`src/core/lmd_pkg.sv`:
```
package lmd_pkg;

    // ------------------------------------------------------------
    // Register offsets
    // ------------------------------------------------------------
    localparam logic [7:0] CLEAR_CTRL_ADDR = 8'h34;
    localparam logic [7:0] OPEN_LOW_ADDR = 8'h35;
    localparam logic [7:0] OPEN_HIGH_ADDR = 8'h36;
    localparam logic [7:0] SHORT_LOW_ADDR = 8'h37;
    localparam logic [7:0] SHORT_HIGH_ADDR = 8'h38;
    localparam logic [7:0] THERM_PUMP_ADDR = 8'h39;
    localparam logic [7:0] IDENT_HEALTH_ADDR = 8'h3a;

    // ------------------------------------------------------------
    // Field positions
    // ------------------------------------------------------------
    localparam int CLR_SHORT_BIT = 0;
    localparam int CLR_OPEN_BIT = 1;
    localparam int LOW_REG_CHANNELS = 8;
    localparam int PUMP_FAULT_BIT = 7;
    localparam int THERM_CODE_LSB = 1;
    localparam int THERM_CODE_W = 6;
    localparam int THERM_FAULT_BIT = 0;
    localparam int OTW_FIRST_BIT = 7;
    localparam int OTW_SECOND_BIT = 6;
    localparam int POWER_GOOD_BIT = 5;
    localparam int LIMP_HOME_BIT = 4;
    localparam int IDENT_CODE_LSB = 1;
    localparam int IDENT_CODE_W = 3;
    localparam int IDENT_FAULT_BIT = 0;

    // ------------------------------------------------------------
    // Commands, reset values, counts
    // ------------------------------------------------------------
    localparam logic [7:0] CMD_CLEAR_ALL = 8'h27;
    localparam logic [7:0] REG_RESET = 8'h00;
    localparam int NUM_CHANNELS = 11;
    localparam int MAX_CHANNELS = 16;

endpackage

```
`src/core/lmd_fault_bank.sv`:
```
`timescale 1ns/1ps
module lmd_fault_bank #(
    parameter int WIDTH = 11
) (
    input wire logic clk_i,
    input wire logic reset_n_i,
    input wire logic [WIDTH-1:0] detect_i,
    input wire logic clear_i,
    output logic [WIDTH-1:0] flags_o
);

    logic [WIDTH-1:0] flags_reg;
    logic [WIDTH-1:0] flags_next;

    // ------------------------------------------------------------
    // Sticky flags
    // ------------------------------------------------------------
    // Set beats clear so a fault seen in the clearing cycle survives
    assign flags_next = detect_i | (flags_reg & ~{WIDTH{clear_i}});

    always_ff @(posedge clk_i or negedge reset_n_i)
    begin
        if (!reset_n_i)
            flags_reg <= '0;
        else
            flags_reg <= flags_next;
    end

    assign flags_o = flags_reg;

endmodule // lmd_fault_bank

```
`src/core/lmd_read_port.sv`:
```
`timescale 1ns/1ps
module lmd_read_port (
    input wire logic clk_i,
    input wire logic reset_n_i,
    input wire logic rd_i,
    input wire logic [7:0] addr_i,
    input wire logic [7:0] open_low_i,
    input wire logic [7:0] open_high_i,
    input wire logic [7:0] short_low_i,
    input wire logic [7:0] short_high_i,
    input wire logic [7:0] therm_pump_i,
    input wire logic [7:0] ident_health_i,
    output logic [7:0] rdata_o,
    output logic rvalid_o,
    output logic rerror_o
);
    import lmd_pkg::*;

    logic [7:0] rdata_reg;
    logic rvalid_reg;
    logic rerror_reg;
    logic [7:0] sel_data;
    logic sel_hit;

    // ------------------------------------------------------------
    // Read selection
    // ------------------------------------------------------------
    // Clear bits always read back as zero; the rest of 0x34 reads as zero too
    assign sel_hit = (addr_i == CLEAR_CTRL_ADDR) || (addr_i == OPEN_LOW_ADDR)
        || (addr_i == OPEN_HIGH_ADDR) || (addr_i == SHORT_LOW_ADDR)
        || (addr_i == SHORT_HIGH_ADDR) || (addr_i == THERM_PUMP_ADDR)
        || (addr_i == IDENT_HEALTH_ADDR);
    assign sel_data = (addr_i == OPEN_LOW_ADDR) ? open_low_i :
        (addr_i == OPEN_HIGH_ADDR) ? open_high_i :
        (addr_i == SHORT_LOW_ADDR) ? short_low_i :
        (addr_i == SHORT_HIGH_ADDR) ? short_high_i :
        (addr_i == THERM_PUMP_ADDR) ? therm_pump_i :
        (addr_i == IDENT_HEALTH_ADDR) ? ident_health_i : REG_RESET;

    always_ff @(posedge clk_i or negedge reset_n_i)
    begin
        if (!reset_n_i)
        begin
            rdata_reg <= REG_RESET;
            rvalid_reg <= 1'b0;
            rerror_reg <= 1'b0;
        end
        else
        begin
            rdata_reg <= rd_i ? sel_data : rdata_reg;
            rvalid_reg <= rd_i;
            rerror_reg <= rd_i && !sel_hit;
        end
    end

    assign rdata_o = rdata_reg;
    assign rvalid_o = rvalid_reg;
    assign rerror_o = rerror_reg;

endmodule // lmd_read_port

```
`src/core/lmd_diag_status.sv`:
```
`timescale 1ns/1ps
module lmd_diag_status #(
    parameter int NUM_CH = lmd_pkg::NUM_CHANNELS
) (
    input wire logic clk_i,
    input wire logic reset_n_i,
    // Register access from the command link
    input wire logic reg_wr_i,
    input wire logic reg_rd_i,
    input wire logic [7:0] reg_addr_i,
    input wire logic [7:0] reg_wdata_i,
    output logic [7:0] reg_rdata_o,
    output logic reg_rvalid_o,
    output logic reg_rerror_o,
    // Command link
    input wire logic cmd_valid_i,
    input wire logic [7:0] cmd_code_i,
    // Analog detectors, already in this clock domain
    input wire logic [NUM_CH-1:0] open_detect_i,
    input wire logic [NUM_CH-1:0] short_detect_i,
    input wire logic pump_cap_fault_i,
    input wire logic [5:0] thermistor_code_i,
    input wire logic thermistor_pin_fault_i,
    input wire logic overtemp_warn_first_i,
    input wire logic overtemp_warn_second_i,
    input wire logic power_good_i,
    input wire logic limp_home_flag_i,
    input wire logic [2:0] ident_code_i,
    input wire logic ident_pin_fault_i,
    // Switch and driver control
    output logic [NUM_CH-1:0] bypass_close_o,
    output logic channel_restart_o,
    output logic gate_drive_enable_o,
    output logic dimming_enable_o,
    output logic power_good_o
);
    import lmd_pkg::*;

    // ------------------------------------------------------------
    // Elaboration check
    // ------------------------------------------------------------
    // High register holds channels 9 up; more than 16 would need a third register
    generate
        if (NUM_CH <= LOW_REG_CHANNELS || NUM_CH > MAX_CHANNELS)
        begin : g_bad_width
            $error("NUM_CH must lie between 9 and 16");
        end
    endgenerate

    // ------------------------------------------------------------
    // Clear decoding
    // ------------------------------------------------------------
    logic clear_write;
    logic clear_all_cmd;
    logic clear_open;
    logic clear_short;

    assign clear_write = reg_wr_i && (reg_addr_i == CLEAR_CTRL_ADDR);
    assign clear_all_cmd = cmd_valid_i && (cmd_code_i == CMD_CLEAR_ALL);
    assign clear_open = (clear_write && reg_wdata_i[CLR_OPEN_BIT]) || clear_all_cmd;
    assign clear_short = (clear_write && reg_wdata_i[CLR_SHORT_BIT]) || clear_all_cmd;

    // ------------------------------------------------------------
    // Sticky fault flags
    // ------------------------------------------------------------
    logic [NUM_CH-1:0] open_flags;
    logic [NUM_CH-1:0] short_flags;

    // Detection only happens while the device runs, i.e. out of reset
    lmd_fault_bank #(
        .WIDTH(NUM_CH)
    ) u_open_bank (
        .clk_i(clk_i),
        .reset_n_i(reset_n_i),
        .detect_i(open_detect_i),
        .clear_i(clear_open),
        .flags_o(open_flags)
    );

    lmd_fault_bank #(
        .WIDTH(NUM_CH)
    ) u_short_bank (
        .clk_i(clk_i),
        .reset_n_i(reset_n_i),
        .detect_i(short_detect_i),
        .clear_i(clear_short),
        .flags_o(short_flags)
    );

    // ------------------------------------------------------------
    // Register images
    // ------------------------------------------------------------
    logic [MAX_CHANNELS-1:0] open_wide;
    logic [MAX_CHANNELS-1:0] short_wide;
    logic [7:0] open_low;
    logic [7:0] open_high;
    logic [7:0] short_low;
    logic [7:0] short_high;
    logic [7:0] therm_pump;
    logic [7:0] ident_health;

    // Unused high bits read as zero
    // Cast rather than replicate, so NUM_CH of 16 needs no empty replication
    assign open_wide = MAX_CHANNELS'(open_flags);
    assign short_wide = MAX_CHANNELS'(short_flags);
    assign open_low = open_wide[7:0];
    assign open_high = open_wide[15:8];
    assign short_low = short_wide[7:0];
    assign short_high = short_wide[15:8];

    // Live status: writes to 0x39 have nothing to store, the analog side owns it
    assign therm_pump = {pump_cap_fault_i,
        thermistor_code_i,
        thermistor_pin_fault_i};
    assign ident_health = {overtemp_warn_first_i, overtemp_warn_second_i,
        power_good_i,
        limp_home_flag_i,
        ident_code_i, ident_pin_fault_i};

    // ------------------------------------------------------------
    // Read port
    // ------------------------------------------------------------
    lmd_read_port u_read (
        .clk_i(clk_i),
        .reset_n_i(reset_n_i),
        .rd_i(reg_rd_i),
        .addr_i(reg_addr_i),
        .open_low_i(open_low),
        .open_high_i(open_high),
        .short_low_i(short_low),
        .short_high_i(short_high),
        .therm_pump_i(therm_pump),
        .ident_health_i(ident_health),
        .rdata_o(reg_rdata_o),
        .rvalid_o(reg_rvalid_o),
        .rerror_o(reg_rerror_o)
    );

    // ------------------------------------------------------------
    // Switch and driver control
    // ------------------------------------------------------------
    logic restart_reg;
    logic gate_en_reg;
    logic pgood_reg;

    always_ff @(posedge clk_i or negedge reset_n_i)
    begin
        if (!reset_n_i)
        begin
            restart_reg <= 1'b0;
            gate_en_reg <= 1'b0;
            pgood_reg <= 1'b0;
        end
        else
        begin
            restart_reg <= clear_open || clear_short;
            gate_en_reg <= !pump_cap_fault_i;
            pgood_reg <= power_good_i;
        end
    end

    // Flag is a flop, so the bypass holds until the host clears the open
    assign bypass_close_o = open_flags;
    assign channel_restart_o = restart_reg;
    assign gate_drive_enable_o = gate_en_reg;
    assign dimming_enable_o = gate_en_reg;
    assign power_good_o = pgood_reg;

endmodule // lmd_diag_status

```
`config.mk`:
```
export PLATFORM = sky130hd
export DESIGN_NAME = lmd_diag_status
export DESIGN_NICKNAME = d
export VERILOG_FILES = /design/src/core/lmd_pkg.sv /design/src/core/lmd_fault_bank.sv /design/src/core/lmd_read_port.sv /design/src/core/lmd_diag_status.sv
export SDC_FILE = /design/constraint.sdc
export NUM_CORES = 1
export LEC_CHECK = 0
export BUFFER_PORTS_ARGS = -buffer_cell sky130_fd_sc_hd__clkbuf_2
export CAP_MARGIN = 25
export CORE_MARGIN = 2
export CORE_UTILIZATION = 38
export CTS_BUF_LIST = sky130_fd_sc_hd__clkbuf_4 sky130_fd_sc_hd__clkbuf_8
export CTS_CLUSTER_DIAMETER = 80
export DETAILED_ROUTE_END_ITERATION = 10
export GPL_TIMING_DRIVEN = 0
export PLACE_DENSITY = 0.69
export SKIP_CTS_REPAIR_TIMING = 1
export SLEW_MARGIN = 25
export SYNTH_ARGS = -nofsm -noshare
export SYNTH_HDL_FRONTEND = slang
export SYNTH_SLANG_ARGS = --single-unit
```
`constraint.sdc`:
```
create_clock -name clk_i -period 2.6 [get_ports clk_i]
set_input_delay 0.39 -clock clk_i [delete_from_list [all_inputs] [get_ports clk_i]]
set_output_delay 0.39 -clock clk_i [all_outputs]
set_load 0.05 [all_outputs]
```
==> summary.json <==
{
  "status": "finished clean",
  "sequential_fraction_of_the_synthesis_area": 0.5065,
  "timing.critical_path.required_ns": 2.21,
  "synth_top_family_by_area": "compound AO/OA/AOI/OAI gates",
  "cts-root-to-sink-buffers": 2,
  "critical_path.max_fanout": 2,
  "finish.instance_area_mm2": 0.002351,
  "synth_cell_types": 34,
  "cpMaxStageDelayCell": "dfrtp_1",
  "via_count": 1464,
  "final_setup_violations": 0,
  "multi_input_comb_area_um2": 787.0,
  "fin_total_pwr_mw": 1.336,
  "insertion_delay_ns": 0.29,
  "instances_no_fill": 286,
  "drt_pre_antenna_iters": 4,
  "cts-buffers-inserted": 5,
  "synth_fp_nets": 209,
  "ratio_of_cells_with_drive_above_1_in_the_final_layout": 0.4573,
  "area_growth_from_synthesis_to_layout_pct": 35.96,
  "vertical_die_dimension_um": 71.46,
  "grt_usage": 0.1795,
  "cts.sink_count": 35,
  "maxSlewViolCount": 0,
  "timing.final.crit_share": 0.5393,
  "worst_ir_drop_vdd_mv": 0.2851,
  "critical_path.startpoint_type": "flip-flop",
  "fin_crit_ns": 1.402,
  "worst_pin_slew_ns": 0.8670,
  "critPathTopFamily": "flip-flops",
  "dp.cells": 278,
  "grt_max_degree": 36,
  "tritoncts": "yes",
  "crit_path_end_kind": "primary output",
  "design.final.nets": 300,
  "hp-class": "input pin to async pin",
  "drv.max_cap_violation_count": 0,
  "postSynthAreaPerCell_um2": 12.18,
  "rsz0062_at_grt": "false",
  "timing_hold_violations_final": 0,
  "synth_xor_xnor_area_share": 0,
  "gpl.final_weighted_congestion": 0.7896,
  "n_fill_cell": 414,
  "post_synth_and_or_nand_nor_area_fraction": 0.1324,
  "maxClockFrequency_ghz": 0.7132,
  "ys_seq_elements": 35,
  "postSynthCellCount": 142,
  "route.detailed.wl_per_inst_um": 14.87,
  "seq_area_um2": 875.8,
  "timing.clock.skew_ns": 0.005835,
  "slew-limit-headroom": 0.4220,
  "die_w_um": 71.46,
  "synth-compound-area-share": 0.2540,
  "hpwlAfterDp_um": 3309,
  "ioPinCount": 92,
  "globalRouteOverflowTotal": 0,
  "first_iter_violations": 57,
  "synth_adder_area_share": 0,
  "core_area_mm2": 0.004354,
  "grt_antenna_before_repair": 0,
  "vias_in_the_first_global_route": 1546,
  "synth_mux_area_frac": 0.06874,
  "power.leakage_nw": 1.044,
  "cell_by_cell_listing_of_the_critical_path": "buf_4 -> clkbuf_2",
  "grt_first_pass_wirelength_um": 7017,
  "post_dp_cell_area_mm2": 0.002215,
  "post_drt_via_cell_ratio": 5.119,
  "power_per_cell_area_mw_per_mm2": 568.1,
  "row_count": 24,
  "yosysWarningCount": 0,
  "worst_ep_arrival_time_ns": 1.01,
  "die_outline_area_mm2": 0.005106,
  "timing.setup.critical_path_class": "flip-flop to primary output",
  "initial_utilization": 0.3971,
  "dp_worst_setup_slack_ns": 0.9498,
  "placement.io_buffers": 84,
  "worst_setup_hold_path_clk_slew_ns": 0.08,
  "antenna_cells_inserted": 0,
  "setup_total_neg_slack_ns": 0,
  "worst_slack_ns": 1.198,
  "synth.cell_area_mm2": 0.001729,
  "drc_errors": 0,
  "cts-htree-levels": 2,
  "cp_buf_inv_count": 2,
  "cts_root_buffer": "clkbuf_8",
  "totalWireLength_um": 4254,
  "peak_per_stage_delay_on_the_critical_path_ns": 0.38,
  "antenna_violating_nets_post_route": 0
}
## metal layers
layer	vias to the layer above	wire length [µm]	GRT usage	part of all wire
li1	714	-	-	-
met1	696	1757	0.2190	0.41
met2	46	2249	0.3117	0.53
met3	8	168	0.03516	0.039
met4	0	79	0.07128	0.019
met5	-	0	0	0
## flip-flops by register name (all words and copies together) (netlist names)
name	count
channel_restart_o	1
dimming_enable_o	1
u_read.rdata_o	8
power_good_o	1
u_open_bank.flags_o	11
u_short_bank.flags_o	11
u_read.rerror_o	1
u_read.rvalid_o	1
## cell type report
| cell class | instances | area share |
|---|---|---|
| clock inverter | 3 | 0.02874 |
| multi-input combinational | 96 | 0.3348 |
| tap | 52 | 0.02767 |
| sequential | 35 | 0.3725 |
| clock buffer | 5 | 0.02927 |
| inverter | 3 | 0.004790 |
| timing repair buffer | 84 | 0.1788 |
| buffer | 8 | 0.02342 |
## metrics by stage
stage | utilization | hold WS (ns)
5_1_grt | 0.5399 | 0.2154
3_3_place_gp | 0.5086 | 0.4536
6_report | 0.5399 | 0.2048
4_1_cts | 0.5399 | 0.2145
2_1_floorplan | - | 0.09441
3_5_place_dp | 0.5086 | 0.4593
## cells in the final DEF (no fill, tap or decap), drive strengths merged
| cell type | Yosys | final |
|---|---|---|
| o31ai | 1 | 1 |
| bufinv | 0 | 2 |
| a221oi | 2 | 2 |
| a21oi | 7 | 7 |
| nor4b | 1 | 1 |
| o2bb2ai | 1 | 1 |
| nand2 | 5 | 5 |
| clkinvlp | 0 | 1 |
| a2bb2oi | 2 | 2 |
| mux2i | 4 | 4 |
| buf | 6 | 6 |
| mux2 | 7 | 7 |
| nor2b | 4 | 4 |
| a32oi | 5 | 5 |
| clkbuf | 2 | 91 |
| nor3 | 1 | 1 |
| a21o | 22 | 22 |
| nand4bb | 2 | 2 |
| a41oi | 2 | 2 |
| and2b | 1 | 1 |
| o22ai | 1 | 1 |
| a311oi | 2 | 2 |
| inv | 3 | 3 |
| nand2b | 4 | 4 |
| nand3b | 1 | 1 |
| nor2 | 10 | 10 |
| o21ai | 3 | 3 |
| dfrtp | 35 | 35 |
| a22o | 7 | 7 |
| nand4 | 1 | 1 |
## path summary, 6_finish.rpt
check	startpoint	cells after the start	to	slack (ns)
worst max-delay path	dimming_enable_o	2	gate_drive_enable_o	1.20
max in group asynchronous	reset_n_i	1	u_read.rdata_o[3]	1.86
worst min-delay path	reset_n_i	1	u_short_bank.flags_o[3]	0.20
worst max register to register	u_short_bank.flags_o[9]	3	u_read.rdata_o[1]	1.42
min in group clk_i	power_good_i	1	power_good_o	0.22
worst min register to register	u_short_bank.flags_o[7]	1	u_short_bank.flags_o[7]	0.48
## logic make-up after synthesis
family	count (synthesis)
flops	35
simple gates	30
compound gates	55
mux	11
buf+inv	11
## power by group
part           switching [mW]  internal [mW]
clock network           0.205          0.382
registers             0.00662          0.557
logic                   0.114         0.0713
## synthesized netlist by cell type, drive strengths merged
library cell / number / area, µm²
inv: 3 / 11.26
o31ai: 1 / 7.510
dfrtp: 35 / 875.8
nor2: 10 / 53.80
a21o: 22 / 165.2
a21oi: 7 / 35.03
a32oi: 5 / 43.79
a311oi: 2 / 17.52
a2bb2oi: 2 / 17.52
mux2i: 4 / 40.04
nand2b: 4 / 25.02
a41oi: 2 / 43.80
and2b: 1 / 8.760
buf: 6 / 47.54
nor4b: 1 / 23.77
nor3: 1 / 5.000
o21ai: 3 / 15.01
nand2: 5 / 18.77
a22o: 7 / 61.31
o2bb2ai: 1 / 8.760
nand4: 1 / 6.260
nand3b: 1 / 7.510
clkbuf: 2 / 7.510
o22ai: 1 / 6.260
a221oi: 2 / 17.52
nor2b: 4 / 25.02
nand4bb: 2 / 55.05
mux2: 7 / 78.82
Power figures use the tool's default switching activity.
